$ cat config.mk
export PLATFORM = sky130hd
export DESIGN_NAME = ram_readout_debug_regs
export DESIGN_NICKNAME = d
export VERILOG_FILES = /design/src/logic/ram_readout_pkg.sv /design/src/logic/readout_bank.sv /design/src/logic/random_addr_gen.sv /design/src/logic/ram_readout_debug_regs.sv
export VERILOG_INCLUDE_DIRS = /design/src /design/src/logic
export SDC_FILE = /design/constraint.sdc
export NUM_CORES = 1
export LEC_CHECK = 0
export BUFFER_PORTS_ARGS = -buffer_cell sky130_fd_sc_hd__buf_2
export CAP_MARGIN = 20
export CORE_ASPECT_RATIO = 1.2
export CORE_MARGIN = 3
export CORE_UTILIZATION = 31
export DETAILED_ROUTE_END_ITERATION = 7
export GPL_TIMING_DRIVEN = 0
export PLACE_DENSITY = 0.55
export SYNTH_ARGS = -nofsm -noshare
export SYNTH_HDL_FRONTEND = slang
export SYNTH_SLANG_ARGS = --single-unit
$ cat constraint.sdc
create_clock -name clk_sys_in -period 3.23 [get_ports clk_sys_in]
set_input_delay 0 -clock clk_sys_in [delete_from_list [all_inputs] [get_ports clk_sys_in]]
set_output_delay 0 -clock clk_sys_in [all_outputs]
set_load 0.1 [all_outputs]
$ cat src/logic/ram_readout_params.svh
`ifndef RAM_READOUT_PARAMS_SVH
`define RAM_READOUT_PARAMS_SVH

// System register encoding fields
`define SYSREG_OP0_VAL        2'h3
`define SYSREG_OP1_VAL        3'h6
`define SYSREG_CRN_VAL        4'hF
`define SYSREG_CRM_INSTR      4'h0
`define SYSREG_CRM_DATA       4'h1
`define SYSREG_CRM_RANDOM     4'h3
`define SYSREG_OP2_WORD0      3'h0
`define SYSREG_OP2_WORD1      3'h1
`define SYSREG_OP2_WORD2      3'h2
`define SYSREG_OP2_BASE       3'h0
`define SYSREG_OP2_REQ_ID     3'h1

// Exception level of full access
`define EL_HIGHEST            2'h3

// Random source register fields
`define RND_BASE_RESET        64'h0000000000000000
`define RND_REQ_ID_RESET      64'h0000000000000000
`define RND_BASE_ADDR_HI      47
`define RND_BASE_ADDR_LO      16
`define RND_NONSECURE_BIT     52
`define RND_REQ_ID_HI         10
`define RND_BASE_WMASK        64'h0010FFFFFFFF0000
`define RND_REQ_ID_WMASK      64'h00000000000007FF

// Readout bank
`define READOUT_WORDS         3

`endif

$ cat src/logic/ram_readout_pkg.sv
package ram_readout_pkg;

   typedef enum logic [1:0]
   {
      SIDE_INSTR = 2'h0,
      SIDE_DATA  = 2'h1
   } readout_side_t;

   typedef enum logic [3:0]
   {
      SEL_NONE    = 4'h0,
      SEL_INSTR0  = 4'h1,
      SEL_INSTR1  = 4'h2,
      SEL_INSTR2  = 4'h3,
      SEL_DATA0   = 4'h4,
      SEL_DATA1   = 4'h5,
      SEL_DATA2   = 4'h6,
      SEL_RBASE   = 4'h7,
      SEL_RREQID  = 4'h8
   } reg_sel_t;

   typedef enum logic [1:0]
   {
      RND_IDLE = 2'h0,
      RND_REQ  = 2'h1
   } rnd_state_t;

endpackage

$ cat src/logic/readout_bank.sv
`timescale 1ns/10ps
`default_nettype none
`include "ram_readout_params.svh"

module readout_bank
#(
   parameter int WORDS = `READOUT_WORDS,
   parameter int WIDTH = 64
)
(
   input  wire logic                     clk_sys_in,
   input  wire logic                     resetn_in,
   input  wire logic                     load_in,
   input  wire logic [WORDS*WIDTH-1:0]   load_data_in,
   input  wire logic [1:0]               rd_word_in,
   output var  logic [WIDTH-1:0]         rd_data_out
);

   typedef struct packed
   {
      logic [WORDS-1:0][WIDTH-1:0] mem;
      logic [WIDTH-1:0]            rd;
   } bank_state_t;

   bank_state_t st_r;
   bank_state_t st_nxt;

   initial
   begin
      if (WORDS < 1 || WORDS > 4)
         $error("readout_bank: WORDS out of range");
   end

   always_comb
   begin
      st_nxt = st_r;
      // Only a completed index operation loads the bank
      if (load_in)
         st_nxt.mem = load_data_in;
      st_nxt.rd = '0;
      for (int i = 0; i < WORDS; i++)
      begin
         if (rd_word_in == 2'(i))
            st_nxt.rd = st_r.mem[i];
      end
   end

   // Contents have no defined reset value
   always_ff @(posedge clk_sys_in)
   begin
      st_r <= st_nxt;
   end

   assign rd_data_out = st_r.rd;

endmodule
`default_nettype wire

$ cat src/logic/random_addr_gen.sv
`timescale 1ns/10ps
`default_nettype none
`include "ram_readout_params.svh"

module random_addr_gen
(
   input  wire logic          clk_sys_in,
   input  wire logic          resetn_in,
   input  wire logic          req_in,
   input  wire logic          reseed_in,
   input  wire logic [63:0]   base_in,
   input  wire logic [63:0]   req_id_in,
   output var  logic          valid_out,
   output var  logic [47:0]   addr_out,
   output var  logic          nonsecure_out
);

   import ram_readout_pkg::*;

   typedef struct packed
   {
      rnd_state_t  state;
      logic [47:0] addr;
      logic        ns;
   } addr_state_t;

   addr_state_t st_r;
   addr_state_t st_nxt;

   always_comb
   begin
      st_nxt = st_r;
      st_nxt.state = RND_IDLE;
      if (req_in)
      begin
         st_nxt.state = RND_REQ;
         st_nxt.addr = {base_in[`RND_BASE_ADDR_HI:`RND_BASE_ADDR_LO],
                        req_id_in[`RND_REQ_ID_HI:0], reseed_in, 4'h0};
         st_nxt.ns = base_in[`RND_NONSECURE_BIT];
      end
   end

   always_ff @(posedge clk_sys_in or negedge resetn_in)
   begin
      if (!resetn_in)
         st_r <= '{state: RND_IDLE, addr: 48'h0, ns: 1'b0};
      else
         st_r <= st_nxt;
   end

   assign valid_out     = (st_r.state == RND_REQ);
   assign addr_out      = st_r.addr;
   assign nonsecure_out = st_r.ns;

endmodule
`default_nettype wire

$ cat src/logic/ram_readout_debug_regs.sv
`timescale 1ns/10ps
`default_nettype none
`include "ram_readout_params.svh"

module ram_readout_debug_regs
#(
   parameter int WIDTH = 64
)
(
   input  wire logic                   clk_sys_in,
   input  wire logic                   resetn_in,
   // System register access
   input  wire logic                   sreg_valid_in,
   input  wire logic                   sreg_write_in,
   input  wire logic [1:0]             sreg_op0_in,
   input  wire logic [2:0]             sreg_op1_in,
   input  wire logic [3:0]             sreg_crn_in,
   input  wire logic [3:0]             sreg_crm_in,
   input  wire logic [2:0]             sreg_op2_in,
   input  wire logic [1:0]             sreg_el_in,
   input  wire logic [WIDTH-1:0]       sreg_wdata_in,
   output logic                        sreg_done_out,
   output logic                        sreg_undef_out,
   output logic [WIDTH-1:0]            sreg_rdata_out,
   // Index operation capture
   input  wire logic                   instr_load_in,
   input  wire logic [3*WIDTH-1:0]     instr_load_data_in,
   input  wire logic                   data_load_in,
   input  wire logic [3*WIDTH-1:0]     data_load_data_in,
   // Random number access
   input  wire logic                   rnd_req_in,
   input  wire logic                   rnd_reseed_in,
   output logic                        rnd_valid_out,
   output logic [47:0]                 rnd_addr_out,
   output logic                        rnd_nonsecure_out,
   output logic [WIDTH-1:0]            random_source_base_out,
   output logic [WIDTH-1:0]            random_source_requester_id_out
);

   import ram_readout_pkg::*;

   initial
   begin
      if (WIDTH != 64)
         $error("ram_readout_debug_regs: WIDTH must be 64");
   end

   typedef struct packed
   {
      logic             pend;
      reg_sel_t         sel;
      logic             done;
      logic             undef;
      logic [WIDTH-1:0] rdata;
      logic [WIDTH-1:0] rbase;
      logic [WIDTH-1:0] rreqid;
   } regs_state_t;

   regs_state_t st_r;
   regs_state_t st_nxt;

   logic [WIDTH-1:0] instr_rd;
   logic [WIDTH-1:0] data_rd;
   logic [1:0]       word_sel;
   reg_sel_t         dec_sel;

   // Decode encoding to a register select
   function automatic reg_sel_t decode_sel(input logic [1:0] op0, input logic [2:0] op1,
                                           input logic [3:0] crn, input logic [3:0] crm,
                                           input logic [2:0] op2);
      reg_sel_t s;
      s = SEL_NONE;
      if (op0 == `SYSREG_OP0_VAL && op1 == `SYSREG_OP1_VAL && crn == `SYSREG_CRN_VAL)
      begin
         if (crm == `SYSREG_CRM_INSTR)
         begin
            if (op2 == `SYSREG_OP2_WORD0)
               s = SEL_INSTR0;
            else if (op2 == `SYSREG_OP2_WORD1)
               s = SEL_INSTR1;
            else if (op2 == `SYSREG_OP2_WORD2)
               s = SEL_INSTR2;
         end
         else if (crm == `SYSREG_CRM_DATA)
         begin
            if (op2 == `SYSREG_OP2_WORD0)
               s = SEL_DATA0;
            else if (op2 == `SYSREG_OP2_WORD1)
               s = SEL_DATA1;
            else if (op2 == `SYSREG_OP2_WORD2)
               s = SEL_DATA2;
         end
         else if (crm == `SYSREG_CRM_RANDOM)
         begin
            if (op2 == `SYSREG_OP2_BASE)
               s = SEL_RBASE;
            else if (op2 == `SYSREG_OP2_REQ_ID)
               s = SEL_RREQID;
         end
      end
      return s;
   endfunction

   function automatic logic is_readout(input reg_sel_t s);
      return (s >= SEL_INSTR0) && (s <= SEL_DATA2);
   endfunction

   assign dec_sel  = decode_sel(sreg_op0_in, sreg_op1_in, sreg_crn_in, sreg_crm_in,
                                sreg_op2_in);
   assign word_sel = sreg_op2_in[1:0];

   readout_bank #(.WORDS(`READOUT_WORDS), .WIDTH(WIDTH)) u_instr_bank
   (
      .clk_sys_in   (clk_sys_in),
      .resetn_in    (resetn_in),
      .load_in      (instr_load_in),
      .load_data_in (instr_load_data_in),
      .rd_word_in   (word_sel),
      .rd_data_out  (instr_rd)
   );

   readout_bank #(.WORDS(`READOUT_WORDS), .WIDTH(WIDTH)) u_data_bank
   (
      .clk_sys_in   (clk_sys_in),
      .resetn_in    (resetn_in),
      .load_in      (data_load_in),
      .load_data_in (data_load_data_in),
      .rd_word_in   (word_sel),
      .rd_data_out  (data_rd)
   );

   random_addr_gen u_rnd
   (
      .clk_sys_in    (clk_sys_in),
      .resetn_in     (resetn_in),
      .req_in        (rnd_req_in),
      .reseed_in     (rnd_reseed_in),
      .base_in       (st_r.rbase),
      .req_id_in     (st_r.rreqid),
      .valid_out     (rnd_valid_out),
      .addr_out      (rnd_addr_out),
      .nonsecure_out (rnd_nonsecure_out)
   );

   always_comb
   begin
      st_nxt = st_r;
      st_nxt.pend  = 1'b0;
      st_nxt.done  = 1'b0;
      st_nxt.undef = 1'b0;
      st_nxt.rdata = '0;
      // Stage 1: take the access
      if (sreg_valid_in)
      begin
         if (sreg_el_in != `EL_HIGHEST || dec_sel == SEL_NONE)
         begin
            st_nxt.done  = 1'b1;
            st_nxt.undef = 1'b1;
         end
         else if (sreg_write_in)
         begin
            st_nxt.done = 1'b1;
            if (dec_sel == SEL_RBASE)
               st_nxt.rbase = sreg_wdata_in & `RND_BASE_WMASK;
            else if (dec_sel == SEL_RREQID)
               st_nxt.rreqid = sreg_wdata_in & `RND_REQ_ID_WMASK;
            else
               st_nxt.undef = is_readout(dec_sel);
         end
         else if (is_readout(dec_sel))
         begin
            st_nxt.pend = 1'b1;
            st_nxt.sel  = dec_sel;
         end
         else
         begin
            st_nxt.done  = 1'b1;
            st_nxt.rdata = (dec_sel == SEL_RBASE) ? st_r.rbase : st_r.rreqid;
         end
      end
      // Stage 2: readout bank data now registered
      if (st_r.pend)
      begin
         st_nxt.done  = 1'b1;
         st_nxt.rdata = (st_r.sel <= SEL_INSTR2) ? instr_rd : data_rd;
      end
   end

   always_ff @(posedge clk_sys_in or negedge resetn_in)
   begin
      if (!resetn_in)
      begin
         st_r <= '{pend: 1'b0, sel: SEL_NONE, done: 1'b0, undef: 1'b0, rdata: '0,
                   rbase: `RND_BASE_RESET, rreqid: `RND_REQ_ID_RESET};
      end
      else
      begin
         st_r <= st_nxt;
      end
   end

   assign sreg_done_out                  = st_r.done;
   assign sreg_undef_out                 = st_r.undef;
   assign sreg_rdata_out                 = st_r.rdata;
   assign random_source_base_out         = st_r.rbase;
   assign random_source_requester_id_out = st_r.rreqid;

endmodule
`default_nettype wire

Word level (Yosys, flattened, before mapping)
Cells that the tools add are included.
{"block": "word_totals", "reg_bits": 674, "elab_cells": 88}
{"block": "classes", "order_cmp": 3, "eq_ne": 13, "muxes": 40, "n_bitwise": 3, "reduce_logical": 11}
{"op": "2-to-1 mux 64 bit", "count": 8}
{"op": "2-to-1 mux 53 bit", "count": 4}
{"op": "2-to-1 mux 199 bit", "count": 1}
{"op": "2-to-1 mux 192 bit", "count": 1}
{"op": "2-to-1 mux 128 bit", "count": 1}
{"op": "2-to-1 mux 50 bit", "count": 1}
{"op": "2-to-1 mux 4 bit", "count": 6}
{"op": "2-to-1 mux 11 bit", "count": 2}
{"op": "2-to-1 mux 5 bit", "count": 3}
{"op": "2-to-1 mux 3 bit", "count": 3}
{"op": "== test 4 bit, second input constant", "count": 2}
{"op": "zero test 4 bit", "count": 2}
{"op": "2-to-1 mux 2 bit", "count": 4}
{"op": "AND reduction 4 bit", "count": 2}
{"op": "2-to-1 mux 1 bit", "count": 6}
{"op": "AND reduction 5 bit", "count": 1}
{"op": "== test 2 x 1 -> 1 bit, second input constant", "count": 2}
{"op": "== test 2 bit, second input constant", "count": 2}
{"op": "== test 4 x 1 -> 1 bit, second input constant", "count": 1}
{"op": "== test 4 x 2 -> 1 bit, second input constant", "count": 1}
{"op": "== test 4 x 3 -> 1 bit, second input constant", "count": 1}
{"op": "greater-or-equal comparator 4 x 1 -> 1 bit, second input constant", "count": 1}
{"op": "<= comparator 4 x 2 -> 1 bit, second input constant", "count": 1}
{"op": "<= comparator 4 x 3 -> 1 bit, second input constant", "count": 1}
{"op": "other kinds (9)", "count": 13}

Logic depth before layout (Yosys ltp)
Gate-level depths: netlist (run 1).
{"block": "logic_depth", "word_depth": 15, "ltp_mapped": 7}

Hierarchy
From an unflattened synthesis (run 1), not the netlist that was laid out.
{"block": "unflattened", "hier_cells": 1679, "hier_area_um2": 26359.0}
{"mod": "readout_bank", "instances": 2, "cells_per_inst": 470, "area_per_inst_um2": 8938.6, "seq_area_each_um2": 7046.8}
{"mod": "ram_readout_debug_regs", "instances": 1, "cells_per_inst": 638, "area_per_inst_um2": 6548.8, "seq_area_each_um2": 2827.7}
{"mod": "random_addr_gen", "instances": 1, "cells_per_inst": 101, "area_per_inst_um2": 1933.1, "seq_area_each_um2": 1151.1}

Worst setup path before layout (run 1)
OpenSTA, ideal clock, no wires.
{"block": "synth_timing", "path_kind": "input port to flip-flop", "from": "in sreg_op2_in[1]", "to": "reg st_r, in the netlist random_source_base_out[18]", "setup_time_ps": 125, "arrival_time_ps": 1536, "t_required_ps": 3105, "path_slack_ps": 1569, "path_stages": 7, "n_path_buf": 3, "cell_sequence": "buf_4 > nand3b_4 > or3_1 > or3_1 > buf_2 > buf_6 > mux2_4"}
{"block": "synth_via", "elab_chain_cells": 11, "word_cells_on_any_way": 20, "classes_between": "3 x eq/ne; 12 x mux; 1 x bitwise; 4 x reduce/logical"}
{"item": "start, declared", "line": "ram_readout_debug_regs.sv:19", "source": "input wire logic [2:0] sreg_op2_in,"}
{"item": "== test 3 x 2 -> 1 bit (no line) or == test 3 x 1 -> 1 bit (tied branches)"}
{"item": "2-to-1 mux 3 bit or 2-to-1 mux 4 bit (tied branches)", "line": "ram_readout_debug_regs.sv:90, ram_readout_debug_regs.sv:97"}
{"item": "2-to-1 mux 3 bit or 2-to-1 mux 4 bit (tied branches)", "line": "ram_readout_debug_regs.sv:88, ram_readout_debug_regs.sv:95"}
{"item": "2-to-1 mux 3 bit or 2-to-1 mux 4 bit (tied branches)", "line": "ram_readout_debug_regs.sv:86, ram_readout_debug_regs.sv:93"}
{"item": "2-to-1 mux 4 bit", "line": "ram_readout_debug_regs.sv:84", "source": "else if (crm == `SYSREG_CRM_DATA)"}
{"item": "2-to-1 mux 4 bit *", "line": "ram_readout_debug_regs.sv:75", "source": "if (crm == `SYSREG_CRM_INSTR)"}
{"item": "2-to-1 mux 4 bit *", "line": "ram_readout_debug_regs.sv:73", "source": "if (op0 == `SYSREG_OP0_VAL && op1 == `SYSREG_OP1_VAL && crn == `SYSREG_CRN_VAL)"}
{"item": "zero test 4 bit", "line": "ram_readout_debug_regs.sv:155", "source": "if (sreg_el_in != `EL_HIGHEST || dec_sel == SEL_NONE)"}
{"item": "logical OR 1 bit", "line": "ram_readout_debug_regs.sv:155"}
{"item": "inverter 1 bit (no line)"}
{"item": "AND reduction 4 bit (no line) *"}
{"item": "end signal, assigned", "line": "ram_readout_debug_regs.sv:193", "source": "st_r <= '{pend: 1'b0, sel: SEL_NONE, done: 1'b0, undef: 1'b0, rdata: '0,"}
{"item": "end signal, assigned", "line": "ram_readout_debug_regs.sv:198", "source": "st_r <= st_nxt;"}
{"item": "end, declared", "line": "ram_readout_debug_regs.sv:59", "source": "regs_state_t st_r;"}
Mark *: on every way between the ends. The rest lies on a longest branch, timed or not.
A chain may end at the register's enable or synchronous reset.

Worst setup path in the final report (run 1)
{"block": "layout_timing", "from": "in sreg_crm_in[3]", "to": "reg st_r[197] in the netlist's numbering"}
{"block": "layout_via", "elab_chain_cells": 9, "word_cells_on_any_way": 14, "classes_between": "2 x order compare; 2 x eq/ne; 4 x mux; 1 x bitwise; 5 x reduce/logical"}
{"item": "start, declared", "line": "ram_readout_debug_regs.sv:18", "source": "input wire logic [3:0] sreg_crm_in,"}
{"item": "== test 4 x 2 -> 1 bit (no line)"}
{"item": "2-to-1 mux 4 bit", "line": "ram_readout_debug_regs.sv:93", "source": "else if (crm == `SYSREG_CRM_RANDOM)"}
{"item": "2-to-1 mux 4 bit", "line": "ram_readout_debug_regs.sv:84"}
{"item": "2-to-1 mux 4 bit *", "line": "ram_readout_debug_regs.sv:75"}
{"item": "2-to-1 mux 4 bit *", "line": "ram_readout_debug_regs.sv:73"}
{"item": "parallel branches: the longest is 4 deep, another holds greater-or-equal comparator 4 x 1 -> 1 bit"}
Every way passes the cells marked *.

==> results of run 1 <==
[cell type report]
class	count	area (µm²)	area share, %
flip-flops and latches	671	18100	49.2
repair buffers	1066	7790	21.2
multi-input cells	839	5330	14.5
clock buffers	107	2150	5.85
plain buffers	275	1800	4.90
well taps	1035	1290	3.52
clock inverters	29	309	0.841
diodes	9	22.5	0.0613
inverters	1	3.75	0.0102
[state kept, by name, summed over array words and instances, names as in the netlist, 3 cells and up]
register	count
u_data_bank.st_r	192
random_source_requester_id_out	11
random_source_base_out	33
u_instr_bank.rd_data_out	64
u_data_bank.rd_data_out	64
u_instr_bank.st_r	192
u_rnd.addr_out	44
sreg_rdata_out	64
st_r	3
[per-stage QoR]
step	setup TNS, ns	utilization [%]
5_1_grt	0	46.3
3_3_place_gp	-347.91	37.2
3_5_place_dp	0	37.5
6_report	0	46.4
2_1_floorplan	0	-
4_1_cts	0	46.3
[cell families (layout without fill, tap and decap cells)]
kind of cell    count (synthesis)  after routing  share of synthesized area [%]
simple gates                  331            331                           5.36
other cells                     1             97                         0.0151
compound gates                202            202                           5.02
mux                           217            217                           9.63
flops                         671            671                           72.7
fa+ha+maj                       1              1                         0.0402
buf+inv                       276           1478                           7.26
[worst min-delay path by stage]
| stage | slack, ns | cells after the start | endpoint |
|---|---|---|---|
| after floorplan | -0.30 | 0 | random_source_base_out[16] |
| after global placement | 0.13 | 1 | u_rnd.st_r[49] |
| after detailed placement | 0.01 | 1 | random_source_base_out[16] |
| after CTS | 0.03 | 2 | u_data_bank.st_r[213] |
| after global routing | 0.06 | 2 | u_instr_bank.st_r[136] |
| final | 0.08 | 4 | u_data_bank.rd_data_out[63] |
[critical path: stages]
cell	delay, ns
dlygate4sd3_1	0.54
buf_2	0.13
nor4b_2	0.68
dlygate4sd3_1	0.71
nand4_1	0.11
dlygate4sd3_1	0.60
nor2b_1	0.14
dlygate4sd3_1	0.59
nor2b_1	0.05
[timing repair]
| action | in CTS | in global routing |
|---|---|---|
| endpoints found under the hold margin | 769 | 0 |
| buffers inserted | 0 | 0 |
| hold buffers | 448 | 0 |
[layer usage]
| metal | part of all wire (%) | global-route usage (%) | vias up | wire [µm] |
|---|---|---|---|---|
| li1 | - | - | 8195 | - |
| met5 | 0.071 | 0 | - | 59 |
| met3 | 5.8 | 3.90 | 164 | 4810 |
| met2 | 51 | 34.8 | 668 | 42700 |
| met1 | 39 | 22.9 | 8424 | 32900 |
| met4 | 3.6 | 8.28 | 10 | 3030 |
[cells in the mapped netlist, types with 4 or more instances]
| cell type | instances | area, µm² |
|---|---|---|
| a21boi_0 | 21 | 158 |
| a22o_1 | 44 | 385 |
| buf_1 | 5 | 18.8 |
| buf_2 | 7 | 35.0 |
| buf_4 | 197 | 1480 |
| clkbuf_1 | 63 | 236 |
| dfrtp_1 | 159 | 3980 |
| dfxtp_1 | 128 | 2560 |
| edfxtp_1 | 384 | 11500 |
| mux2_2 | 59 | 664 |
| mux2_4 | 30 | 450 |
| mux2i_1 | 128 | 1280 |
| nand2_1 | 302 | 1130 |
| nand2b_1 | 4 | 25.0 |
| o21ai_0 | 129 | 646 |
[power groups by stage]
stage	Combinational [mW]	Clock, mW	Sequential (mW)
6_report	2.02	8.48	9.85
3_5_place_dp	1.57	0	10.0
4_1_cts	2.02	8.72	9.85
5_1_grt	2.16	9.07	9.89
3_3_place_gp	1.52	0	10.0
2_1_floorplan	0.875	0	9.97
[cell usage in the layout (no fill, tap or decap), types with 5 or more instances in the layout]
cell / synthesis / layout
mux2i_1: 128 / 128
buf_2: 7 / 610
mux2_4: 30 / 30
diode_2: 0 / 9
buf_6: 3 / 5
a22o_1: 44 / 44
o21ai_0: 129 / 129
buf_1: 5 / 5
clkbuf_16: 0 / 78
dfrtp_1: 159 / 159
edfxtp_1: 384 / 384
conb_1: 1 / 88
buf_4: 197 / 197
buf_16: 0 / 5
clkinv_1: 0 / 9
mux2_2: 59 / 59
buf_8: 0 / 9
nand2_1: 302 / 302
dlygate4sd3_1: 0 / 447
clkbuf_8: 0 / 9
a21boi_0: 21 / 21
dfxtp_1: 128 / 128
clkbuf_1: 63 / 83
clkinv_2: 0 / 5
==> results.md, run 1 <==
* Core area at 0.0793 mm²
* Clock Path Buffers at 3
* Final min period at 3.06 ns
* Drt via density at between 4 and 5
* FF-to-FF End: sreg_rdata_out[5]
* Vias in the first global route at 19000
* Final wirelength at approximately 84000 µm
* Hpwl dp at 59300 µm
* Average size of a mapped cell at 14.6 µm²
* H-tree level count at 3
* Mapped Cells at 1699
* Synthesis Warnings at 0
* Post-synth EDFFs at 384
* P&R area growth vs syn at 47.8%
* Reg-to-reg slack, setup at 0.79 ns
* Yosys reg bits at between 600 and 700
* Crit path max fanout at 4
* Nets at around 3400
* Fin worst setup slack at 0.172 ns
* Die area at 0.0837 mm²
* DP Worst Slack at 0.358 ns
* Clock Skew at between 0.02 and 0.03 ns
* Status: finished, final reports clean
* Die X at roughly 260 µm
* Buffers added on ports at 606
* Slew Viols, Final at 0
* Total gr overflow at 0
* Routed len/inst at about 21 µm
* Setup crit end: st_r[197]
* Combinational share of power at 9.9%
* CTS resizes at 0
* Clock Power Share at 41.7%
* Row cnt at 113
* CTS Sinks at around 670
* Starting density of the core at a little under a third
* Crit path capture type: register
* Post-Syn Area at 0.0249 mm²
* Largest net degree at the start of global routing at 109
* Flop pwr share at approximately half
* Non-Filler Instances at 4032
* CP Class: primary input to register
* Crit path launch: sreg_crm_in[3]
* Hold Worst Slack at 0.0835 ns
* Worst min path class: primary input to register
* # DRC at 0
* Top-Level Pins at between 700 and 800
* Global-route usage over all layers at 19.5%
* Final hold viol count at 0
* Slew @ Worst Pin at 0.951 ns
* Clk root buf: clkbuf_16
* Die height at between 300 and 400 µm
* DR iter-0 viols at around 1100
* Tcrit/Tclk final at around 95%
* Post-Place Cells at 3438
* Sw Ratio at 23.8%
* Initial antenna violation count at 14
* TritonCTS Buffers at 73
* Cell variety after synth at 39
* Global-route wire length before repair at about 120000 µm
* # fillers at roughly 7000
* Area after DPL at 0.0298 mm²
* Fmax achieved at roughly 330 MHz
* Global placement routability congestion at approximately 0.8
* Most common flop cell mapped by yosys: edfxtp_1
* Total power at 20.4 mW
* Vias at 17500
* Worst Setup Start Kind: primary input
* Internal at 15.5 mW
* Max IR drop VDD at 498 µV
* Pre-antenna DRT Iters at 7
* Max_cap viols at 0
* Setup Viol. Count Final at 0
* PwrDens at 553 mW/mm²
* Rel. slew slack at 36.6%
* Share of post-route cells with drive strength above 1 at between 30% and 40%
* Hold Startpoint: sreg_op2_in[1]
* Ys async rst share at 23.7%
* Leakage power at between 15 and 20 nW
* Worst r2r path cells at 7
* Unrepaired setup endpoints after global routing: false
* Switch Pwr at 4.85 mW
* Finished Cell Area at approximately 0.037 mm²
* Req. time, crit path at approximately 3.7 ns
* ANT nets after route at 0
* TritonCTS clock tree: done
* Clock latency on the worst-skew pair at 0.62 ns
* Seq/Total Area, Yosys at slightly above 70%
* Clk pin slew, worst setup/hold paths at 0.06 ns
* Arr. time, crit path at 3.55 ns
* RR Startpoint: st_r[196]
(Power assumes the default switching activity.)
==> run 2: changes to the inputs <==
- CORE_AREA: not set -> 3 3 279 281
- CORE_ASPECT_RATIO: 1.2 -> not set
- CORE_MARGIN: 3 -> not set
- CORE_UTILIZATION: 31 -> not set
- DIE_AREA: not set -> 0 0 282 284
- PLACE_DENSITY: 0.55 -> 0.58
==> run 2 against run 1 <==
Against the previous run: via count rose by 0.24%; power shrank 0.80%; global-route usage barely moved; critical path depth unchanged; core utilization rose by 2.0 points; sequential power is essentially flat; first-iteration DRC count down 13%; clock-buffer cell count up 1; clock power decreased by 2%; critical path type unchanged; critical endpoint unchanged.
==> results.md, run 2 (synthesized netlist as in run 1, its figures left out) <==
* Req. time, crit path at 3.71 ns (was 3.72 ns)
* Nets at 3400 (was 3401)
* TritonCTS Buffers at 73 (unchanged)
* Area after DPL at 0.0297 mm² (was 0.0298 mm²)
* Slew Viols, Final at 0 (unchanged)
* Sum of negative setup slack at 0 ns (unchanged)
* Hold Path Depth at 5 (was 4)
* Worst r2r path cells at 5 (was 7)
* Largest registers: u_data_bank.st_r (192), u_instr_bank.st_r (192) (unchanged)
* Buffers added on ports at 606 (unchanged)
* RR Startpoint: st_r[196] (unchanged)
* CTS resizes at 0 (unchanged)
* Leakage power at 16.7 nW (was 16.8 nW)
* Largest net degree at the start of global routing at 123 (was 109)
* Core area at 0.0757 mm² (was 0.0793 mm²)
* Hold Startpoint: sreg_op2_in[2] (was sreg_op2_in[1])
* Global-route usage over all layers at 19.5% (about the same)
* Row cnt at 101 (was 113)
* CTS Sinks at 671 (unchanged)
* Share of post-route cells with drive strength above 1 at 34.2% (was 34.4%)
* Status: finished, final reports clean (unchanged)
* WHS Endpoint: sreg_rdata_out[0] (was u_data_bank.rd_data_out[63])
* Fmax achieved at 386 MHz (was 327 MHz)
* TritonCTS clock tree: done (unchanged)
* Core Util, Final at 48.3% (was 46.4%)
* Die height at 284 µm (was 316 µm)
* Crit path launch: sreg_crm_in[3] (unchanged)
* Commonest non-fill, non-tap cell in the layout: buf_2 (unchanged)
* Final wirelength at 79600 µm (was 83500 µm)
* Global placement routability congestion at 0.809 (was 0.797)
* DR iter-0 viols at 926 (was 1060)
* FF-to-FF End: sreg_rdata_out[13] (was sreg_rdata_out[5])
* Clock Skew at 0.0191 ns (was 0.0270 ns)
* P&R area growth vs syn at 47.1% (was 47.8%)
* Most frequent cells in the layout: buf_2 (610), dlygate4sd3_1 (449), edfxtp_1 (384), nand2_1 (302), buf_4 (197) (was buf_2 (610), dlygate4sd3_1 (447), edfxtp_1 (384), nand2_1 (302), buf_4 (197))
* Clock latency on the worst-skew pair at 0.60 ns (was 0.62 ns)
* Pre-antenna DRT Iters at 6 (was 7)
* Unrepaired setup endpoints after global routing: false (unchanged)
* Post-Place Cells at 3379 (was 3438)
* Starting density of the core at 32.9% (was 31.4%)
* Setup Viol. Count Final at 0 (unchanged)
* Tcrit/Tclk final at 80.3% (was 94.7%)
* DP Worst Slack at 0.0573 ns (was 0.358 ns)
* Worst min path class: primary input to register (unchanged)
* Rel. slew slack at 35.5% (was 36.6%)
* Max IR drop VDD at 464 µV (was 498 µV)
* Routed len/inst at 20.0 µm (was 20.7 µm)
* Crit path max fanout at 3 (was 4)
* Final hold viol count at 0 (unchanged)
* Finished Cell Area at 0.0366 mm² (was 0.0368 mm²)
* Reg-to-reg slack, setup at 0.72 ns (was 0.79 ns)
* ANT nets after route at 0 (unchanged)
* Non-Filler Instances at 3981 (was 4032)
* H-tree level count at 3 (unchanged)
* Crit path capture type: register (unchanged)
* Arr. time, crit path at 3.07 ns (was 3.55 ns)
* Vias at 17500 (about the same)
* Total gr overflow at 0 (unchanged)
* Clk root buf: clkbuf_16 (unchanged)
* Final min period at 2.59 ns (was 3.06 ns)
* Max_cap viols at 0 (unchanged)
* Fin worst setup slack at 0.636 ns (was 0.172 ns)
* Slew @ Worst Pin at 0.958 ns (was 0.951 ns)
* Post-CTS setup repair buffer count at 0 (unchanged)
* Hpwl dp at 55700 µm (was 59300 µm)
* Top-Level Pins at 718 (unchanged)
* CP Class: primary input to register (unchanged)
* # DRC at 0 (unchanged)
* Die area at 0.0801 mm² (was 0.0837 mm²)
* Clock Path Buffers at 3 (unchanged)
* Initial antenna violation count at 16 (was 14)
* Vias in the first global route at 19100 (was 19000)
* Drt via density at 4.40 (was 4.33)
* Worst Setup Start Kind: primary input (unchanged)
* Die X at 282 µm (was 265 µm)
* CTS Hold Buffers Added at 450 (was 448)
* PwrDens at 552 mW/mm² (was 553 mW/mm²)
* Global-route wire length before repair at 116000 µm (was 120000 µm)
* Clk pin slew, worst setup/hold paths at 0.07 ns (was 0.06 ns)
## run 2: cell count changes in the layout (fill, tap and decap cells not counted), sizes merged
cell         before  now
dlygate4sd3     447  449
bufinv            4    6
diode             9   17
clkinvlp          4    0
clkinv           17   13
inv               5    9
clkbuf          170  171
buf             831  828
## run 2: through the flow
stage	power [mW]	hold WS, ns
after CTS	20.3	0.0171
after global placement	11.5	0.133
after global routing	20.9	0.0703
after detailed placement	11.6	0.0158
final	20.2	0.0925
after floorplan	10.8	-0.296
## run 2: area by class of cell
class / count / area [µm²]
Clock buffer: 108 / 2040
Tap cell: 978 / 1220
Inverter: 1 / 3.75
Fill cell: 6549 / 39100
Multi-Input combinational cell: 839 / 5330
Sequential cell: 671 / 18100
Buffer: 275 / 1810
Antenna cell: 17 / 42.5
Clock inverter: 27 / 335
Timing Repair Buffer: 1065 / 7740
## run 2: power breakdown
part           total [mW]  internal [mW]  switching [mW]
clock network        8.34           4.90            3.44
registers            9.85           9.67           0.176
logic                1.99          0.830            1.16
## run 2: critical path, stage by stage
cell and delay, ns:
dlygate4sd3_1 0.52, buf_2 0.14, nor4b_2 0.37, dlygate4sd3_1 0.64
nand4_1 0.08, dlygate4sd3_1 0.57, nor2b_1 0.11, dlygate4sd3_1 0.58
nor2b_1 0.06
## run 2: routing by layer
metal | track usage (%) | vias up | routed length, µm
met1 | 22.0 | 8506 | 30500
met2 | 36.1 | 627 | 42300
met3 | 3.33 | 157 | 3980
li1 | - | 8213 | -
met4 | 7.45 | 0 | 2800
met5 | 0 | - | 0
## run 2: worst max path at each step
stage                                        endpoint  slack [ns]
final                                       st_r[197]        0.64
after global routing               sreg_rdata_out[13]        0.43
after CTS                          sreg_rdata_out[13]        0.46
after detailed placement  u_data_bank.rd_data_out[21]        0.06
after global placement             sreg_rdata_out[50]       -0.56
after floorplan            random_source_base_out[18]        1.57
